`src/rotdec_params.svh`:
```
// constants of the rotary encoder decoder: offsets, widths, reset values
// assumes inclusion by bare name wherever the decoder or its tests need them
`ifndef ROTDEC_PARAMS_SVH
`define ROTDEC_PARAMS_SVH

// register byte addresses
`define ROTDEC_ADDR_STAT   32'hc600_0000
`define ROTDEC_ADDR_CTRL   32'hc600_0004
`define ROTDEC_ADDR_CNT    32'hc600_0008
`define ROTDEC_ADDR_W      32

// data widths
`define ROTDEC_DATA_W      32
`define ROTDEC_CNT_W       8
`define ROTDEC_NCHAN       2

// field positions
`define ROTDEC_CHAN0       0
`define ROTDEC_CHAN1       1
`define ROTDEC_CHAN0_DELTA_LSB    0
`define ROTDEC_CHAN1_DELTA_LSB    8

// reset values
`define ROTDEC_STAT_RST    2'h0
`define ROTDEC_CTRL_RST    2'h0
`define ROTDEC_CNT_RST     8'h00
`define ROTDEC_RDATA_RST   32'h0000_0000
`define ROTDEC_IRQ_RST     1'b0
`define ROTDEC_FILL_RST    2'h0

// timing counts: edges after reset until sync and prev hold pin samples
`define ROTDEC_SYNC_FILL   2'h3

`endif

```
`src/rotdec_pkg.sv`:
```
// types shared by the rotary encoder decoder and its tests
// assumes rotdec_params.svh holds the numbers
package rotdec_pkg;

   // one encoder's phase pair
   typedef struct packed {
      logic a;
      logic b;
   } rotdec_phase_t;

   // direction of one quadrature step, one-hot
   typedef enum logic [2:0] {
      ROTDEC_STEP_NONE = 3'h1,
      ROTDEC_STEP_UP   = 3'h2,
      ROTDEC_STEP_DOWN = 3'h4
   } rotdec_step_t;

endpackage

```
`src/rotdec_top.sv`:
```
// rotary encoder decoder: two quadrature channels, movement counts, flags
// and one level interrupt behind a plain register port
// assumes encoder pins are asynchronous to MCLK and pass two flops here
// assumes a single-cycle register master that never waits
//
// Chosen here: the strobed register port.
`timescale 1ns/10ps
`include "rotdec_params.svh"

module rotdec_top #(
   parameter int CNT_W = `ROTDEC_CNT_W
) (
   // clock and reset
   input  wire logic                       MCLK,
   input  wire logic                       SYS_RST,
   // encoder pins
   input  wire logic                       KNOB0_PHASE_A,
   input  wire logic                       KNOB0_PHASE_B,
   input  wire logic                       KNOB1_PHASE_A,
   input  wire logic                       KNOB1_PHASE_B,
   // register port
   input  wire logic [`ROTDEC_ADDR_W-1:0]  REG_ADDR,
   input  wire logic [`ROTDEC_DATA_W-1:0]  REG_WDATA,
   input  wire logic                       REG_WR,
   input  wire logic                       REG_RD,
   output logic      [`ROTDEC_DATA_W-1:0]  REG_RDATA,
   // interrupt
   output logic                            IRQ
);

   localparam int NCH = `ROTDEC_NCHAN;

   typedef logic signed [CNT_W-1:0] cnt_t;

   // raw pins as phase pairs
   rotdec_pkg::rotdec_phase_t [NCH-1:0] pin_raw;

   // two-stage synchronisers and last sampled phase
   rotdec_pkg::rotdec_phase_t [NCH-1:0] pin_meta_q;
   rotdec_pkg::rotdec_phase_t [NCH-1:0] pin_sync_q;
   rotdec_pkg::rotdec_phase_t [NCH-1:0] pin_prev_q;

   // per channel state
   cnt_t                     delta_q [NCH];
   cnt_t                     delta_d [NCH];
   cnt_t                     delta_base [NCH];
   rotdec_pkg::rotdec_step_t step_c [NCH];
   logic [NCH-1:0]           moved_c;

   // registers
   logic [NCH-1:0]           changed_q;
   logic [NCH-1:0]           changed_d;
   logic [NCH-1:0]           irq_en_q;
   logic [NCH-1:0]           irq_en_d;
   logic                     irq_q;
   logic                     irq_d;
   logic [`ROTDEC_DATA_W-1:0] rdata_q;
   logic [`ROTDEC_DATA_W-1:0] rdata_d;

   // decoded accesses
   logic                     wr_stat;
   logic                     wr_ctrl;
   logic                     rd_cnt;
   logic                     rd_stat;
   logic                     rd_ctrl;
   logic [NCH-1:0]           stat_w1c;

   // synchroniser warm-up after reset
   logic [1:0]               fill_q;
   logic                     primed;

   // full address compare: the decode is used by reads and writes alike
   function automatic logic addr_hit(
      input logic [`ROTDEC_ADDR_W-1:0] addr,
      input logic [`ROTDEC_ADDR_W-1:0] target
   );
      addr_hit = (addr == target);
   endfunction

   // one step of a gray sequence 00,10,11,01 read as {a,b}
   function automatic rotdec_pkg::rotdec_step_t quad_step(
      input rotdec_pkg::rotdec_phase_t prev,
      input rotdec_pkg::rotdec_phase_t cur
   );
      logic [3:0] pair;
      pair = {prev.a, prev.b, cur.a, cur.b};
      case (pair)
         4'h2, 4'hb, 4'hd, 4'h4:
            quad_step = rotdec_pkg::ROTDEC_STEP_UP;
         4'h1, 4'h7, 4'he, 4'h8:
            quad_step = rotdec_pkg::ROTDEC_STEP_DOWN;
         // no movement, or both phases moved at once: ambiguous, dropped
         default:
            quad_step = rotdec_pkg::ROTDEC_STEP_NONE;
      endcase
   endfunction

   // saturating add of one step
   // holding at a limit keeps the sign right through a fast spin
   function automatic cnt_t sat_step(
      input cnt_t                     cur,
      input rotdec_pkg::rotdec_step_t step
   );
      cnt_t cmax;
      cnt_t cmin;
      cmax = {1'b0, {(CNT_W-1){1'b1}}};
      cmin = {1'b1, {(CNT_W-1){1'b0}}};
      case (step)
         rotdec_pkg::ROTDEC_STEP_UP:
            sat_step = (cur == cmax) ? cur : cnt_t'(cur + cnt_t'(1));
         rotdec_pkg::ROTDEC_STEP_DOWN:
            sat_step = (cur == cmin) ? cur : cnt_t'(cur - cnt_t'(1));
         default:
            sat_step = cur;
      endcase
   endfunction

   // pin grouping
   assign pin_raw[`ROTDEC_CHAN0].a = KNOB0_PHASE_A;
   assign pin_raw[`ROTDEC_CHAN0].b = KNOB0_PHASE_B;
   assign pin_raw[`ROTDEC_CHAN1].a = KNOB1_PHASE_A;
   assign pin_raw[`ROTDEC_CHAN1].b = KNOB1_PHASE_B;

   // access decode
   always_comb
   begin
      wr_stat  = REG_WR && addr_hit(REG_ADDR, `ROTDEC_ADDR_STAT);
      wr_ctrl  = REG_WR && addr_hit(REG_ADDR, `ROTDEC_ADDR_CTRL);
      rd_cnt   = REG_RD && addr_hit(REG_ADDR, `ROTDEC_ADDR_CNT);
      rd_stat  = REG_RD && addr_hit(REG_ADDR, `ROTDEC_ADDR_STAT);
      rd_ctrl  = REG_RD && addr_hit(REG_ADDR, `ROTDEC_ADDR_CTRL);
      stat_w1c = wr_stat ? REG_WDATA[NCH-1:0] : '0;
   end

   // pin synchronisers; meta stage feeds only the sync stage
   always_ff @(posedge MCLK)
   begin
      if (SYS_RST)
      begin
         pin_meta_q <= '0;
         pin_sync_q <= '0;
      end
      else
      begin
         pin_meta_q <= pin_raw;
         pin_sync_q <= pin_meta_q;
      end
   end

   // previous phase, reloaded every cycle
   // prev follows sync one cycle behind; a step is a change between the two
   always_ff @(posedge MCLK)
   begin
      if (SYS_RST)
         pin_prev_q <= '0;
      else
         pin_prev_q <= pin_sync_q;
   end

   // warm-up: steps are held off until sync and prev both hold pin samples,
   // so a knob resting away from 00 through reset counts no false step;
   // the price is that a turn landing before the first edge after reset is lost
   always_ff @(posedge MCLK)
   begin
      if (SYS_RST)
         fill_q <= `ROTDEC_FILL_RST;
      else if (!primed)
         fill_q <= fill_q + 2'h1;
   end

   assign primed = (fill_q == `ROTDEC_SYNC_FILL);

   // step detection and next count
   always_comb
   begin
      for (int ch = 0; ch < NCH; ch++)
      begin
         step_c[ch]     = quad_step(pin_prev_q[ch], pin_sync_q[ch]);
         if (!primed)
            step_c[ch] = rotdec_pkg::ROTDEC_STEP_NONE;
         // a read restarts from zero but a step in the same cycle still counts
         delta_base[ch] = rd_cnt ? cnt_t'(`ROTDEC_CNT_RST) : delta_q[ch];
         delta_d[ch]    = sat_step(delta_base[ch], step_c[ch]);
         // a step held off by saturation is no change
         moved_c[ch]    = (delta_d[ch] != delta_base[ch]);
      end
   end

   // movement counts
   always_ff @(posedge MCLK)
   begin
      if (SYS_RST)
      begin
         for (int ch = 0; ch < NCH; ch++)
            delta_q[ch] <= cnt_t'(`ROTDEC_CNT_RST);
      end
      else
      begin
         for (int ch = 0; ch < NCH; ch++)
            delta_q[ch] <= delta_d[ch];
      end
   end

   // change flags: a change in the clearing cycle wins over the clear
   // so a step that lands with the count read is never lost
   always_comb
   begin
      changed_d = changed_q;
      if (rd_cnt)
      begin
         changed_d = '0;
      end
      changed_d = changed_d & ~stat_w1c;
      changed_d[`ROTDEC_CHAN0] = changed_d[`ROTDEC_CHAN0] | moved_c[`ROTDEC_CHAN0];
      changed_d[`ROTDEC_CHAN1] = changed_d[`ROTDEC_CHAN1] | moved_c[`ROTDEC_CHAN1];
   end

   always_ff @(posedge MCLK)
   begin
      if (SYS_RST)
         changed_q <= `ROTDEC_STAT_RST;
      else
         changed_q <= changed_d;
   end

   // interrupt enables; control bits above the channels are ignored
   always_comb
   begin
      irq_en_d = irq_en_q;
      if (wr_ctrl)
      begin
         irq_en_d[`ROTDEC_CHAN0] = REG_WDATA[`ROTDEC_CHAN0];
         irq_en_d[`ROTDEC_CHAN1] = REG_WDATA[`ROTDEC_CHAN1];
      end
   end

   always_ff @(posedge MCLK)
   begin
      if (SYS_RST)
         irq_en_q <= `ROTDEC_CTRL_RST;
      else
         irq_en_q <= irq_en_d;
   end

   // interrupt level from next flags and next enables, so IRQ is the exact
   // registered image of flag and enable: no extra cycle after a mask write
   always_comb
   begin
      irq_d = 1'b0;
      for (int ch = 0; ch < NCH; ch++)
         irq_d = irq_d | (changed_d[ch] & irq_en_d[ch]);
   end

   always_ff @(posedge MCLK)
   begin
      if (SYS_RST)
         irq_q <= `ROTDEC_IRQ_RST;
      else
         irq_q <= irq_d;
   end

   // read mux; unmapped addresses and reserved bits read zero
   always_comb
   begin
      rdata_d = `ROTDEC_RDATA_RST;
      if (REG_RD)
      begin
         // one decode serves reads and writes alike
         if (rd_stat)
            rdata_d[NCH-1:0] = changed_q;
         else if (rd_ctrl)
            rdata_d[NCH-1:0] = irq_en_q;
         else if (rd_cnt)
         begin
            // counts before the restart go out
            rdata_d[`ROTDEC_CHAN0_DELTA_LSB +: CNT_W] = delta_q[`ROTDEC_CHAN0];
            rdata_d[`ROTDEC_CHAN1_DELTA_LSB +: CNT_W] = delta_q[`ROTDEC_CHAN1];
         end
      end
   end

   // read data stands only in the cycle after the strobe
   // and then falls back to zero, so a stale word never shows twice
   always_ff @(posedge MCLK)
   begin
      if (SYS_RST)
         rdata_q <= `ROTDEC_RDATA_RST;
      else
         rdata_q <= rdata_d;
   end

   // outputs
   assign REG_RDATA = rdata_q;
   assign IRQ       = irq_q;

endmodule // rotdec_top
```
`config.mk`:
```
export PLATFORM = sky130hd
export DESIGN_NAME = rotdec_top
export DESIGN_NICKNAME = d
export VERILOG_FILES = /design/src/rotdec_pkg.sv /design/src/rotdec_top.sv
export VERILOG_INCLUDE_DIRS = /design/src
export SDC_FILE = /design/constraint.sdc
export NUM_CORES = 1
export LEC_CHECK = 0
export ABC_CLOCK_PERIOD_IN_PS = 3500
export BUFFER_PORTS_ARGS = -buffer_cell sky130_fd_sc_hd__buf_2
export CAP_MARGIN = 20
export CORE_MARGIN = 10
export CORE_UTILIZATION = 40
export CTS_CLUSTER_SIZE = 25
export DETAILED_ROUTE_END_ITERATION = 8
export PLACE_DENSITY_LB_ADDON = 0.25
export SLEW_MARGIN = 20
export SYNTH_ARGS = -nofsm -noshare
export SYNTH_HDL_FRONTEND = slang
export SYNTH_SLANG_ARGS = --single-unit
```
`constraint.sdc`:
```
create_clock -name MCLK -period 3.5 [get_ports MCLK]
set_input_delay 0.175 -clock MCLK [delete_from_list [all_inputs] [get_ports MCLK]]
set_output_delay 0.175 -clock MCLK [all_outputs]
set_load 0.1 [all_outputs]
```
=== Yosys cells after proc, flatten, opt, wreduce, memory -nomap -nowiden ===
Memories as Yosys holds them, arrays and structs flattened. A register that Yosys moved wholly into a read port is not among the register bits.
Index checks and enable logic that the tools add are counted.

* Register bits: 47
* Bits in latches: 0
* RAM bits: 16
* Bits in read-only memories: 96
* Input bits: 72
* Output and inout bits: 33
* Memories kept: 3

{| class="wikitable"
|+ Memory list
! name !! words !! width !! read ports !! clocked after memory_dff !! write ports !! line !! text
|-
| (name not given) || 16 || 3 || 1 || 1 || 0 || rotdec_top.sv:87 || <nowiki>case (pair)</nowiki>
|-
| (name not given) || 16 || 3 || 1 || 1 || 0 || rotdec_top.sv:87 ||
|-
| delta_q || 2 || 8 || 2 || 0 || 2 || rotdec_top.sv:44 || <nowiki>cnt_t delta_q [NCH];</nowiki>
|}

* Add/subtract/negate cells: 5
* Multiply operators: 0
* Divide/modulo/power cells: 0
* Magnitude comparators: 0
* Equality and inequality tests: 14
* Shifts and indexed selects: 0
* Multiplexer cells: 23
* Bitwise operators: 11
* Reductions and logical operators: 7

{| class="wikitable"
|+ Operator list
! cell !! number
|-
| equality test 32 bit (second input constant) || 3
|-
| 2-to-1 mux 8 bit || 8
|-
| equality test 8 bit (second input constant) || 4
|-
| case mux 8 bit (2 select lines) || 2
|-
| adder 8 x 2 -> 8 bit (second input constant) || 2
|-
| 2-to-1 mux 16 bit || 1
|-
| != test 8 bit || 2
|-
| subtractor 8 x 2 -> 8 bit (second input constant) || 2
|-
| 2-to-1 mux 2 bit || 5
|-
| 2-to-1 mux 4 bit || 2
|-
| equality test 3 x 2 -> 1 bit (second input constant) || 2
|-
| equality test 3 bit (second input constant) || 2
|-
| 2-to-1 mux 3 bit || 2
|-
| logical AND 1 bit || 5
|-
| OR 1 bit || 5
|-
| OR reduction 5 bit || 1
|-
| 2-to-1 mux 1 bit || 3
|-
| adder 2 x 1 -> 2 bit (second input constant) || 1
|-
| AND 1 bit || 2
|-
| AND 2 bit || 1
|-
| equality test 2 bit (second input constant) || 1
|-
| inverter 1 bit || 2
|-
| inverter 2 bit || 1
|-
| OR reduction 2 bit || 1
|}

=== Longest topological paths before layout ===
Gate-level depths: netlist (run 1).

* Depth after elaboration: 10
* Depth in mapped cells: 13
* Gate-level depth less buffers: 12

=== Worst setup path after synthesis (run 1) ===
No wires, ideal clock.

* Kind: input port to flip-flop
* Start: in REG_ADDR[8]
* End: reg irq_q, in the netlist IRQ
* Library setup time: 0.092 ns
* Data arrival time: 2.468 ns
* Data required time: 3.408 ns
* Setup slack: 0.940 ns
* Cell stages on the path: 12
* Path buffers: 1
* Path through: nor4_1 > and4_1 > nand3_1 > clkbuf_1 > and2_1 > ha_1 > and3_1 > nor3b_1 > and2_1 > o221ai_1 > a31oi_1 > o32ai_1

* Cells in the longest elaborated chain, start to end: 10

{| class="wikitable"
|+ Ends and longest elaborated chain
! item !! line !! text
|-
| start, declared || rotdec_top.sv:22 || <nowiki>input wire logic [`ROTDEC_ADDR_W-1:0] REG_ADDR,</nowiki>
|-
| equality test 32 bit || rotdec_top.sv:77 || <nowiki>addr_hit = (addr == target);</nowiki>
|-
| logical AND 1 bit || rotdec_top.sv:129 || <nowiki>rd_cnt = REG_RD && addr_hit(REG_ADDR, `ROTDEC_ADDR_CNT);</nowiki>
|-
| 2-to-1 mux 8 bit || rotdec_top.sv:182 || <nowiki>delta_base[ch] = rd_cnt ? cnt_t'(`ROTDEC_CNT_RST) : delta_q[ch];</nowiki>
|-
| subtractor 8 x 2 -> 8 bit (tied with other cells) || rotdec_top.sv:112 || <nowiki>sat_step = (cur == cmin) ? cur : cnt_t'(cur - cnt_t'(1));</nowiki>
|-
| 2-to-1 mux 8 bit, on equally long branches || rotdec_top.sv:112, rotdec_top.sv:110 ||
|-
| case mux 8 bit (2 select lines) || rotdec_top.sv:108 || <nowiki>case (step)</nowiki>
|-
| != test 8 bit || rotdec_top.sv:185 || <nowiki>moved_c[ch] = (delta_d[ch] != delta_base[ch]);</nowiki>
|-
| OR 1 bit, on equally long branches || rotdec_top.sv:214, rotdec_top.sv:215 ||
|-
| AND 1 bit || rotdec_top.sv:251 || <nowiki>irq_d = irq_d | (changed_d[ch] & irq_en_d[ch]);</nowiki>
|-
| OR 1 bit * || rotdec_top.sv:251 ||
|-
| end signal, assigned || rotdec_top.sv:257 || <nowiki>irq_q <= `ROTDEC_IRQ_RST;</nowiki>
|-
| end signal, assigned || rotdec_top.sv:259 || <nowiki>irq_q <= irq_d;</nowiki>
|-
| end, declared || rotdec_top.sv:55 || <nowiki>logic irq_q;</nowiki>
|}

Mark *: on every way between the ends. The rest lies on a longest branch, timed or not.
A chain may end at the register's enable or synchronous reset.

=== Worst setup path in the final report (run 1) ===
* Start: in REG_ADDR[0]
* End: reg irq_q, in the netlist IRQ

The elaborated chain is that of the path after synthesis.

==> results of run 1 <==
[cell usage after synthesis (7+ instances only)]
master / number
inv_1: 14
buf_4: 17
nand3_1: 14
nand2b_1: 8
nand2_1: 25
and2_1: 17
o21ai_0: 13
dfxtp_1: 53
a31oi_1: 7
clkbuf_1: 18
ha_1: 15
a21oi_1: 18
mux2i_1: 8
nor2_1: 35
nor4_1: 8
nor3_1: 11
[worst register-to-register path: stages, from the launching register on]
cell	delay (ns)
dfxtp_1	0.41
nand2_1	0.15
inv_1	0.08
ha_1	0.17
and3_1	0.25
nor3b_1	0.25
buf_4	0.17
nand2_1	0.08
o311ai_0	0.35
o21ai_0	0.13
a21oi_1	0.12
[final timing paths]
| kind | from | endpoint | slack [ns] | depth (start not counted) |
|---|---|---|---|---|
| setup / recovery | REG_ADDR[0] | IRQ$_SDFF_PP0_ | 0.79 | 14 |
| hold / removal | KNOB1_PHASE_B | pin_meta_q[2]$_SDFF_PP0_ | 0.08 | 2 |
| setup reg to reg | delta_q[0][0]$_SDFF_PP0_ | delta_q[0][3]$_SDFF_PP0_ | 1.24 | 10 |
| hold reg to reg | changed_q[0]$_SDFF_PP0_ | REG_RDATA[0]$_SDFF_PP0_ | 0.51 | 2 |
[power by group through the flow]
stage / Combinational, mW / Clock [mW] / Sequential (mW)
after global routing: 0.247 / 0.461 / 0.649
after global placement: 0.219 / 0 / 0.658
after detailed placement: 0.223 / 0 / 0.659
after CTS: 0.224 / 0.441 / 0.645
after floorplan: 0.199 / 0 / 0.650
final: 0.224 / 0.431 / 0.645
[stage by stage]
stage                     hold WS [ns]   util
after floorplan                  0.303      -
after global placement           0.389  0.450
after detailed placement         0.395  0.450
after CTS                       0.0727  0.465
after global routing             0.105  0.465
final                           0.0805  0.465
[routing by layer]
layer | vias to the layer above | track usage
met5 | - | 0
met4 | 0 | 0.0307
met3 | 2 | 0.0281
met2 | 78 | 0.218
met1 | 1283 | 0.155
li1 | 1445 | -
[kinds of logic after synthesis]
kind of cell / count (synthesis)
buffers and inverters: 59
and+or+nand+nor: 169
DFF: 53
muxes: 10
adders and majority gates: 15
xor gates and xnor gates: 9
other: 1
AOI/OAI and AO/OA: 73
[area by class of cell]
type	instances	share of cell area
flip-flops and latches	53	0.294
inverters	14	0.0146
clock buffers	7	0.0239
well taps	102	0.0353
repair buffers	65	0.0949
clock inverters	1	0.00832
multi-input cells	292	0.529
==> qor.txt, run 1 <==
CELLS AND AREA
---------------------------------------------------------------------------------------
Most frequent cells in the layout                                          buf_2 (58), dfxtp_1 (53), nor2_1 (35)
Synth-to-Final Area Change                                                        12.2%
FILL cells                                                                          796
Post-route cell area                                                          3610 um^2
Count of placed standard cells in the final layout, fillers left out                534
Most common cell after layout, fill and taps aside                                buf_2
Combined flip-flop and latch cell area                                        1060 um^2
Share of layout cells above drive strength 1                                      0.201
Net count of the finished layout                                                    518
N_diodes                                                                              0
Multi-input combinational cell area                                           1910 um^2

POWER AND IR DROP
---------------------------------------------------------------------------------------
Power Total                                                                     1.30 mW
Power dissipated by switching net loads                                          367 uW
Clock group share of total power                                                  0.332
Share of power burned in registers                                                0.496
Switching part of the total power                                                 0.282
Total leakage power                                                             1.54 nW
VDD IR max                                                                     0.187 mV
Cell-internal power                                                              933 uW
Proportion of power drawn by combinational gates                                  0.172
Power density over the cells                                                360 nW/um^2

STA
---------------------------------------------------------------------------------------
Relative slew slack                                                               0.493
Worst slew pin tran                                                            0.761 ns
Clock skew after layout                                                       0.0105 ns
Count of endpoints failing hold in the final timing report                            0
Final worst slack                                                              0.787 ns
Tcrit/Tclk final                                                                  0.775
Setup Total Neg Slack                                                              0 ns
Post-layout minimum cycle time                                                  2.71 ns
Fmax                                                                            369 MHz
Final-report setup violation count                                                    0
Number of slew-limit violations in the final report                                   0
RSZ-0062 raised after global routing                                              false

DRT
---------------------------------------------------------------------------------------
Detailed-route wire length                                                      7.44 mm
First-pass DRT Iterations                                                             4
ANT nets after route                                                                  0
Number of violations reported at the end of detailed-routing iteration 0            160
Detailed route wirelength on metal3                                              490 um
Uppermost routed layer                                                             met4
Met2 wirelength from detailed routing                                           3.72 mm
Average routed wire per standard cell                                           13.9 um
Via density                                                                        5.26
Metal-1 WL                                                                      3.20 mm
Overall via count from detail_route                                                2808
Number of DRC violations after detailed routing                                       0

YOSYS
---------------------------------------------------------------------------------------
Yosys warns                                                                           0
Synth Area in XOR/XNOR                                                           0.0245
Synthesized-area fraction occupied by adder cells                                0.0583
Average cell area after synthesis                                             8.27 um^2
Syn Inst Count                                                                      389
Combinational family with the most area after synthesis                    simple AND/OR/NAND/NOR gates
Area fraction in compound gates after synthesis                                   0.157
Register bit total from synthesis                                                    53
Top_reg_cell synth                                                              dfxtp_1
Multiplexer share of the synthesized area                                        0.0319
Area share of the largest cell type after synthesis                               0.330
EDFF count, synth                                                                     0
Synth top area cells                                                       dfxtp_1 (33%), ha_1 (5.8%), nor2_1 (4.1%)
Synth async-reset ratio                                                               0
Library cell occupying the most area in the post-synthesis netlist              dfxtp_1
Share of the yosys chip area belonging to registers                               0.330
Simple-gate area share of the yosys netlist                                       0.302
Count of unique library cells instantiated by Yosys                                  63
Post-synth design cell area                                                   3220 um^2

SETUP PATH
---------------------------------------------------------------------------------------
Peak fanout along the critical path                                                  14
Element type at the critical path start                                      input port
Peak per-stage delay on the critical path                                       0.38 ns
Cell seen most often among critical-path stages                                 nand2_1
Arrival time of data at the critical path endpoint                              2.87 ns
CP bufs+invs                                                                          3
Kind of end point of the critical path                                        flip-flop
Crit-path cells                                                            buf_2 -> nor4_1 -> and4_1 -> nand3_1 -> buf_4 -> and2_1 -> inv_1 -> ha_1 -> nand2_1 -> or3_4 -> nand2_1 -> o221ai_1 -> a31oi_1 -> o32ai_1
Cell with the biggest individual delay on the critical path                      nor4_1
Setup CP Type                                                              input port to flip-flop
Data required time of the critical path                                         3.66 ns
CP delay by family, top                                                    simple AND/OR/NAND/NOR gates

GLOBAL ROUTE
---------------------------------------------------------------------------------------
Total routing usage reported by global routing                                    0.126
Pin count of the biggest net entering global routing                                 45
Initial antenna violation count                                                       0
Number of global-route vias before repair                                          2733
Sum of overflow across all layers after global routing                                0
First-pass GRT wire length                                                      12.7 mm

DIE
---------------------------------------------------------------------------------------
Die Area                                                                     12000 um^2
Area of the core                                                              7770 um^2
Number of placement rows                                                             32
Initial cell density of the core                                                  0.414
X dimension of the die                                                           110 um
IO Count                                                                            105
Die span in y                                                                    110 um

CLOCKING
---------------------------------------------------------------------------------------
Worst skew pair latency                                                         0.31 ns
Sink Count                                                                           53
Clock tree from TritonCTS                                                           yes
# hold bufs at CTS                                                                    0
H-tree levels                                                                         2
Number of setup buffers added after CTS                                               0
Total clock buffers created by CTS                                                    5
Root buffer cell                                                               clkbuf_8
Clock Path Buffers                                                                    2
Reg clk slew, reported paths                                                    0.09 ns
Number of gates given a new drive strength after cts                                  0

WORST HOLD PATH
---------------------------------------------------------------------------------------
Worst hold path type                                                       input port to flip-flop

PLACEMENT
---------------------------------------------------------------------------------------
Routability congestion estimate from global placement                             0.888
Cell area after placement                                                     3490 um^2
Number of buffers added on ports                                                     58
Cell Count Post-Placement                                                           526
Placement Setup Slack                                                          0.490 ns
Detail Placement HPWL                                                           5.71 mm

FLOW RUN
---------------------------------------------------------------------------------------
Max-cap viol count                                                                    0

RUN STATUS
---------------------------------------------------------------------------------------
Run status                                                                 finished, final reports clean

(Power assumes the default switching activity.)
==> run 2: changes to the inputs <==
- ABC_AREA: not set -> 1
- ABC_CLOCK_PERIOD_IN_PS: 3500 -> 2230
- clock period: 3.5 -> 2.23 ns (I/O delays scaled with it)
==> qor.txt, run 2 <==
PLACEMENT
---------------------------------------------------------------------------------------
Detail Placement HPWL                                                           6.98 mm   +22%
Number of buffers added on ports                                                     58   unchanged
Routability congestion estimate from global placement                             0.897   +1.1%
Cell Count Post-Placement                                                           719   +37%
Placement Setup Slack                                                         0.0231 ns   -0.466 ns

CLOCKING
---------------------------------------------------------------------------------------
# hold bufs at CTS                                                                    4   +4
H-tree levels                                                                         2   unchanged
Worst skew pair latency                                                         0.33 ns   +0.02 ns
Root buffer cell                                                               clkbuf_8
Clock Path Buffers                                                                    2   unchanged
Reg clk slew, reported paths                                                    0.11 ns   +0.02 ns
Sink Count                                                                           53   unchanged
Number of gates given a new drive strength after cts                                  0   unchanged
Clock tree from TritonCTS                                                           yes
Total clock buffers created by CTS                                                    5   unchanged
Number of setup buffers added after CTS                                               0   unchanged

DRT
---------------------------------------------------------------------------------------
Average routed wire per standard cell                                           12.1 um   -13%
Number of violations reported at the end of detailed-routing iteration 0            210   +31%
First-pass DRT Iterations                                                             5   +1
Number of DRC violations after detailed routing                                       0   unchanged
Detailed-route wire length                                                      8.87 mm   +19%
ANT nets after route                                                                  0   unchanged
Overall via count from detail_route                                                3442   +23%
Via density                                                                        4.71   -10%

STA
---------------------------------------------------------------------------------------
Clock skew after layout                                                       0.0118 ns   +0.00134 ns
Tcrit/Tclk final                                                                  0.866
Fmax                                                                            518 MHz
Count of endpoints failing hold in the final timing report                            0   unchanged
Setup Total Neg Slack                                                              0 ns   unchanged
Worst slew pin tran                                                            0.533 ns   -0.228 ns
RSZ-0062 raised after global routing                                              false
Final worst slack                                                              0.300 ns   -0.488 ns
Post-layout minimum cycle time                                                  1.93 ns
Number of slew-limit violations in the final report                                   0   unchanged
Final-report setup violation count                                                    0   unchanged
Relative slew slack                                                               0.641   +0.148
Hold slack final                                                               0.104 ns   +0.0238 ns

POWER AND IR DROP
---------------------------------------------------------------------------------------
Power dissipated by switching net loads                                          638 uW   +74%
Cell-internal power                                                             1.32 mW   +41%
VDD IR max                                                                     0.242 mV   +29%
Power Total                                                                     1.96 mW   +50%
Proportion of power drawn by combinational gates                                  0.185   +0.013
Total leakage power                                                             2.21 nW   +44%
Switching part of the total power                                                 0.326   +0.0435
Power density over the cells                                                474 nW/um^2   +32%
Share of power burned in registers                                                0.514   +0.018
Clock group share of total power                                                  0.301   -0.031

SETUP PATH
---------------------------------------------------------------------------------------
Peak per-stage delay on the critical path                                       0.48 ns   +0.10 ns
CP delay by family, top                                                    simple AND/OR/NAND/NOR gates
CP bufs+invs                                                                          1   -2
Cell seen most often among critical-path stages                                 nand2_1
Arrival time of data at the critical path endpoint                              2.15 ns   -0.72 ns
Kind of end point of the critical path                                        flip-flop
Cell with the biggest individual delay on the critical path                     dfxtp_1
Setup CP Type                                                              flip-flop to flip-flop
Peak fanout along the critical path                                                   7   -7
Crit-path cells                                                            nand2_1 -> inv_1 -> ha_1 -> nand2_1 -> nor2_1 -> nand2_2 -> nand2_1 -> nand3_1 -> nand2_1 -> o21ai_1
Element type at the critical path start                                       flip-flop
Data required time of the critical path                                         2.45 ns   -1.21 ns

YOSYS
---------------------------------------------------------------------------------------
Post-synth design cell area                                                   3460 um^2   +7.4%
Count of unique library cells instantiated by Yosys                                  36   -43%
Library cell occupying the most area in the post-synthesis netlist              dfxtp_1
Syn Inst Count                                                                      537   +38%
Average cell area after synthesis                                             6.44 um^2   -22%
Area share of the largest cell type after synthesis                               0.307   -0.0227
EDFF count, synth                                                                     0   unchanged
Yosys warns                                                                           0   unchanged
Synth top area cells                                                       dfxtp_1 (31%), nand2_1 (14%), inv_1 (11%)
Register bit total from synthesis                                                    53   unchanged
Synth async-reset ratio                                                               0   unchanged
Top_reg_cell synth                                                              dfxtp_1
Share of the yosys chip area belonging to registers                               0.307   -0.0227
Top cells by count, synth                                                  nand2_1 (131), inv_1 (97), nor2_1 (67)
Most instantiated library cell after synthesis                                  nand2_1

CELLS AND AREA
---------------------------------------------------------------------------------------
Net count of the finished layout                                                    712   +37%
N_diodes                                                                              0   unchanged
Most common cell after layout, fill and taps aside                              nand2_1
Most frequent cells in the layout                                          nand2_1 (131), inv_1 (97), nor2_1 (67)
Synth-to-Final Area Change                                                        19.4%
Count of placed standard cells in the final layout, fillers left out                731   +37%
Share of layout cells above drive strength 1                                      0.193   -0.00810

FLOW RUN
---------------------------------------------------------------------------------------
Max-cap viol count                                                                    0   unchanged

DIE
---------------------------------------------------------------------------------------
Number of placement rows                                                             33   +3.1%
X dimension of the die                                                           113 um   +3.0%
Die span in y                                                                    113 um   +3.0%
Initial cell density of the core                                                  0.416   +0.00210
IO Count                                                                            105   unchanged
Die Area                                                                     12800 um^2   +6.0%
Area of the core                                                              8300 um^2   +6.8%

RUN STATUS
---------------------------------------------------------------------------------------
Run status                                                                 finished, final reports clean

GLOBAL ROUTE
---------------------------------------------------------------------------------------
First-pass GRT wire length                                                      14.6 mm   +15%
Total routing usage reported by global routing                                    0.134   +0.00778
Number of global-route vias before repair                                          3212   +18%
Sum of overflow across all layers after global routing                                0   unchanged
Initial antenna violation count                                                       0   unchanged
Pin count of the biggest net entering global routing                                 21   -53%

WORST HOLD PATH
---------------------------------------------------------------------------------------
Worst hold path type                                                       input port to flip-flop

==> run 2: cell types whose count changed in the layout (fill, tap and decap cells not counted), sizes merged, moves of 7 or more <==
cell,previous run,this run
nor2,35,69
nand3,14,54
inv,14,104
and2,17,0
mux2i,8,0
a31oi,7,0
nand2b,8,0
buf,65,88
o21ai,14,25
nor3,11,4
nand2,25,137
==> run 2: final cells by class <==
class	instances	area, um^2
clock buffers	5	68.8
clock inverters	3	26.3
fillers	852	4170
inverters	103	387
multi-input cells	370	1880
flip-flops and latches	53	1060
well taps	105	131
repair buffers	92	568
==> run 2: logic make-up (layout without fill, tap and decap cells) <==
family                   after synthesis  after routing  share of synthesized area
AO/OA/AOI/OAI                         54             54                      0.102
XOR/XNOR                               9              9                     0.0228
adder cells (fa/ha/maj)               15             15                     0.0543
buffers and inverters                129            203                      0.164
flip-flops                            53             53                      0.307
other                                  1             16                    0.00109
AND/OR/NAND/NOR                      276            276                      0.349
==> run 2: power groups by stage <==
stage / clock network, mW / registers (mW) / logic, mW
global placement: 0 / 1.03 / 0.345
detailed placement: 0 / 1.03 / 0.355
global route: 0.635 / 1.01 / 0.398
floorplan: 0 / 1.02 / 0.294
CTS: 0.612 / 1.01 / 0.361
finish: 0.590 / 1.01 / 0.361
==> run 2: path summary, 6_finish.rpt <==
path / from / to / slack, ns / cells after the start
min: REG_WDATA[1] / irq_en_q[1]$_SDFF_PP0_ / 0.10 / 3
max reg2reg: delta_q[0][8]$_SDFF_PP0_ / IRQ$_SDFF_PP0_ / 0.30 / 10
max: delta_q[0][8]$_SDFF_PP0_ / IRQ$_SDFF_PP0_ / 0.30 / 10
min reg2reg: delta_q[0][15]$_SDFF_PP0_ / REG_RDATA[15]$_SDFF_PP0_ / 0.49 / 2
==> run 2: layer usage <==
| layer | share of wire | GRT usage |
|---|---|---|
| met1 | 0.46 | 0.164 |
| met2 | 0.45 | 0.225 |
| met3 | 0.085 | 0.0391 |
| met4 | 0.0098 | 0.0330 |
| met5 | 0 | 0 |
==> run 2: stage by stage <==
stage                     instance area (um^2)   util
after floorplan                           3510      -
after global placement                    3990  0.481
after detailed placement                  3990  0.481
after CTS                                 4130  0.497
after global routing                      4130  0.497
final                                     4130  0.497
==> run 2: worst min-delay path: cells and delay by family <==
kind                   cells  cell delay (ns)
and+or+nand+nor            1             0.08
AOI/OAI and AO/OA          1             0.08
buffers and inverters      1             0.11
==> run 3: changes to the inputs <==
- ABC_CLOCK_PERIOD_IN_PS: 2230 -> 2000
- CTS_CLUSTER_SIZE: 25 -> not set
- clock period: 2.23 -> 2 ns (I/O delays scaled with it)
==> qor.txt, run 3 (synthesized netlist as in run 2, its figures left out) <==
RUN STATUS
---------------------------------------------------------------------------------------
Run status                                                                 finished, final reports clean

POWER AND IR DROP
---------------------------------------------------------------------------------------
Power Total                                                                     2.17 mW   +11%
Power density over the cells                                                520 nW/um^2   +9.7%
VDD IR max                                                                     0.324 mV   +34%
Total leakage power                                                             2.21 nW   +0.38%

DRT
---------------------------------------------------------------------------------------
Number of DRC violations after detailed routing                                       0   unchanged
Overall via count from detail_route                                                3453   +0.32%
Number of violations reported at the end of detailed-routing iteration 0            212   +0.95%
First-pass DRT Iterations                                                             5   unchanged
Detailed-route wire length                                                      8.78 mm   -1.1%
ANT nets after route                                                                  0   unchanged
Via density                                                                        4.70   about the same
Average routed wire per standard cell                                           12.0 um   -1.5%

DIE
---------------------------------------------------------------------------------------
Number of placement rows                                                             33   unchanged
Die span in y                                                                    113 um   unchanged
IO Count                                                                            105   unchanged
Initial cell density of the core                                                  0.416   unchanged
X dimension of the die                                                           113 um   unchanged
Die Area                                                                     12800 um^2   unchanged
Area of the core                                                              8300 um^2   unchanged

CELLS AND AREA
---------------------------------------------------------------------------------------
Combined flip-flop and latch cell area                                        1060 um^2   +0.12%
Net count of the finished layout                                                    715   +0.42%
Multi-input combinational cell area                                           1920 um^2   +1.9%
Most frequent cells in the layout                                          nand2_1 (128), inv_1 (97), nor2_1 (62)
Core occupancy in the finished layout                                             0.502   +0.00543
FILL cells                                                                          863   +1.3%
N_diodes                                                                              0   unchanged
Share of layout cells above drive strength 1                                      0.213   +0.0197
Synth-to-Final Area Change                                                        20.7%
Most common cell after layout, fill and taps aside                              nand2_1

CLOCKING
---------------------------------------------------------------------------------------
Worst skew pair latency                                                         0.31 ns   -0.02 ns
Clock tree from TritonCTS                                                           yes
Clock Path Buffers                                                                    2   unchanged
Reg clk slew, reported paths                                                    0.10 ns   about the same
H-tree levels                                                                         2   unchanged
Sink Count                                                                           53   unchanged
Root buffer cell                                                               clkbuf_8
Total clock buffers created by CTS                                                    5   unchanged

SETUP PATH
---------------------------------------------------------------------------------------
Data required time of the critical path                                         2.22 ns   -0.23 ns
Capture instance of the worst register-to-register path                    delta_q[0][14]$_SDFF_PP0_
R2R Setup Slk                                                                   0.20 ns   -0.10 ns
Cell with the biggest individual delay on the critical path                     o41ai_2
Peak per-stage delay on the critical path                                       0.67 ns   +0.19 ns
Logic depth of the worst register-to-register path                                    8   -2
Peak fanout along the critical path                                                  10   +3
CP delay by family, top                                                    compound AO/OA/AOI/OAI gates
Depth of the critical timing path with buffers and inverters included                 8   -2
Reg-to-reg critical path startpoint                                        delta_q[0][10]$_SDFF_PP0_
Kind of end point of the critical path                                        flip-flop
Arrival time of data at the critical path endpoint                              2.02 ns   -0.13 ns
Setup CP Type                                                              flip-flop to flip-flop
CP bufs+invs                                                                          2   +1
Element type at the critical path start                                       flip-flop
Crit-path cells                                                            o41ai_2 -> nand2_4 -> nand2_1 -> inv_2 -> nand3_1 -> nand3_1 -> nand2_1 -> inv_1

STA
---------------------------------------------------------------------------------------
Count of endpoints failing hold in the final timing report                            0   unchanged
Final worst slack                                                              0.200 ns   -0.0996 ns
Post-layout minimum cycle time                                                  1.80 ns   -0.130 ns
Setup Total Neg Slack                                                              0 ns   unchanged
Clock skew after layout                                                      0.00677 ns   -0.00503 ns
Final-report setup violation count                                                    0   unchanged
Worst slew pin tran                                                            0.628 ns   +0.0946 ns
Number of slew-limit violations in the final report                                   0   unchanged
RSZ-0062 raised after global routing                                              false
Tcrit/Tclk final                                                                  0.900   +0.0344
Relative slew slack                                                               0.577   -0.0637
Hold slack final                                                               0.103 ns   -0.00133 ns
Fmax                                                                            556 MHz   +7.2%

WORST HOLD PATH
---------------------------------------------------------------------------------------
Worst hold path type                                                       input port to flip-flop
Hold endpoint                                                              irq_en_q[1]$_SDFF_PP0_
Worst Min Path Start                                                       REG_WDATA[1]
Number of instances on the worst hold path                                            3   unchanged

PLACEMENT
---------------------------------------------------------------------------------------
Detail Placement HPWL                                                           6.81 mm   -2.4%
Placement Setup Slack                                                         -0.188 ns   -0.211 ns
Number of buffers added on ports                                                     58   unchanged
Routability congestion estimate from global placement                             0.886   -1.3%

GLOBAL ROUTE
---------------------------------------------------------------------------------------
Initial antenna violation count                                                       0   unchanged
First-pass GRT wire length                                                      14.6 mm   +0.38%
Pin count of the biggest net entering global routing                                 21   unchanged
Number of global-route vias before repair                                          3264   +1.6%
Sum of overflow across all layers after global routing                                0   unchanged
Total routing usage reported by global routing                                    0.133   -0.000868

FLOW RUN
---------------------------------------------------------------------------------------
Max-cap viol count                                                                    0   unchanged

## run 3: cell count changes in the layout (fill, tap and decap cells not counted), sizes merged
cell	change
buf	+3
clkinv	+1
clkinvlp	-1
## run 3: worst register-to-register path, delay by kind of cell (launching register included)
kind	cells	cell delay [ns]
buf+inv	2	0.09
simple gates	5	0.51
compound gates	1	0.67
flops	1	0.45
## run 3: report_power, final
part           switching, mW  internal, mW  leakage (nW)
clock                  0.381         0.254        0.0447
sequential            0.0302          1.09         0.431
combinational          0.283         0.128          1.74
## run 3: area by class of cell
class / instances / area share
repair buffers: 95 / 0.139
multi-input cells: 370 / 0.460
flip-flops and latches: 53 / 0.255
well taps: 105 / 0.0315
clock buffers: 5 / 0.0165
inverters: 103 / 0.0927
clock inverters: 3 / 0.00600
## run 3: worst max-delay path by stage
stage                     slack (ns)                        end                 startpoint
after floorplan               0.0009   delta_q[0][0]$_SDFF_PP0_                REG_ADDR[4]
after global placement         -0.11  delta_q[0][14]$_SDFF_PP0_               REG_ADDR[29]
after detailed placement       -0.19  delta_q[0][14]$_SDFF_PP0_               REG_ADDR[17]
after CTS                        0.1             IRQ$_SDFF_PP0_   delta_q[0][0]$_SDFF_PP0_
after global routing            0.02   delta_q[0][8]$_SDFF_PP0_  delta_q[0][10]$_SDFF_PP0_
final                           0.20  delta_q[0][14]$_SDFF_PP0_  delta_q[0][10]$_SDFF_PP0_
## run 3: per-layer routing
metal	routed length [um]	track usage	up-vias
met5	0	0	-
met4	76	0.0313	0
met1	4160	0.166	1527
met2	3870	0.219	96
li1	-	-	1822
met3	673	0.0407	8
## run 3: metrics by stage
| step | instances | cell area, um^2 |
|---|---|---|
| detailed placement | 721 | 4000 |
| finish | 734 | 4170 |
| global route | 734 | 4170 |
| global placement | 721 | 4000 |
| CTS | 733 | 4130 |
| floorplan | 552 | 3520 |
## run 3: repair_timing
item                                    4_1_cts  5_1_grt
endpoints found under the setup margin        0       17
endpoints found under the hold margin         4        0
buffers inserted                              0        1
hold buffers                                  4        0
gates resized for setup                       0       10
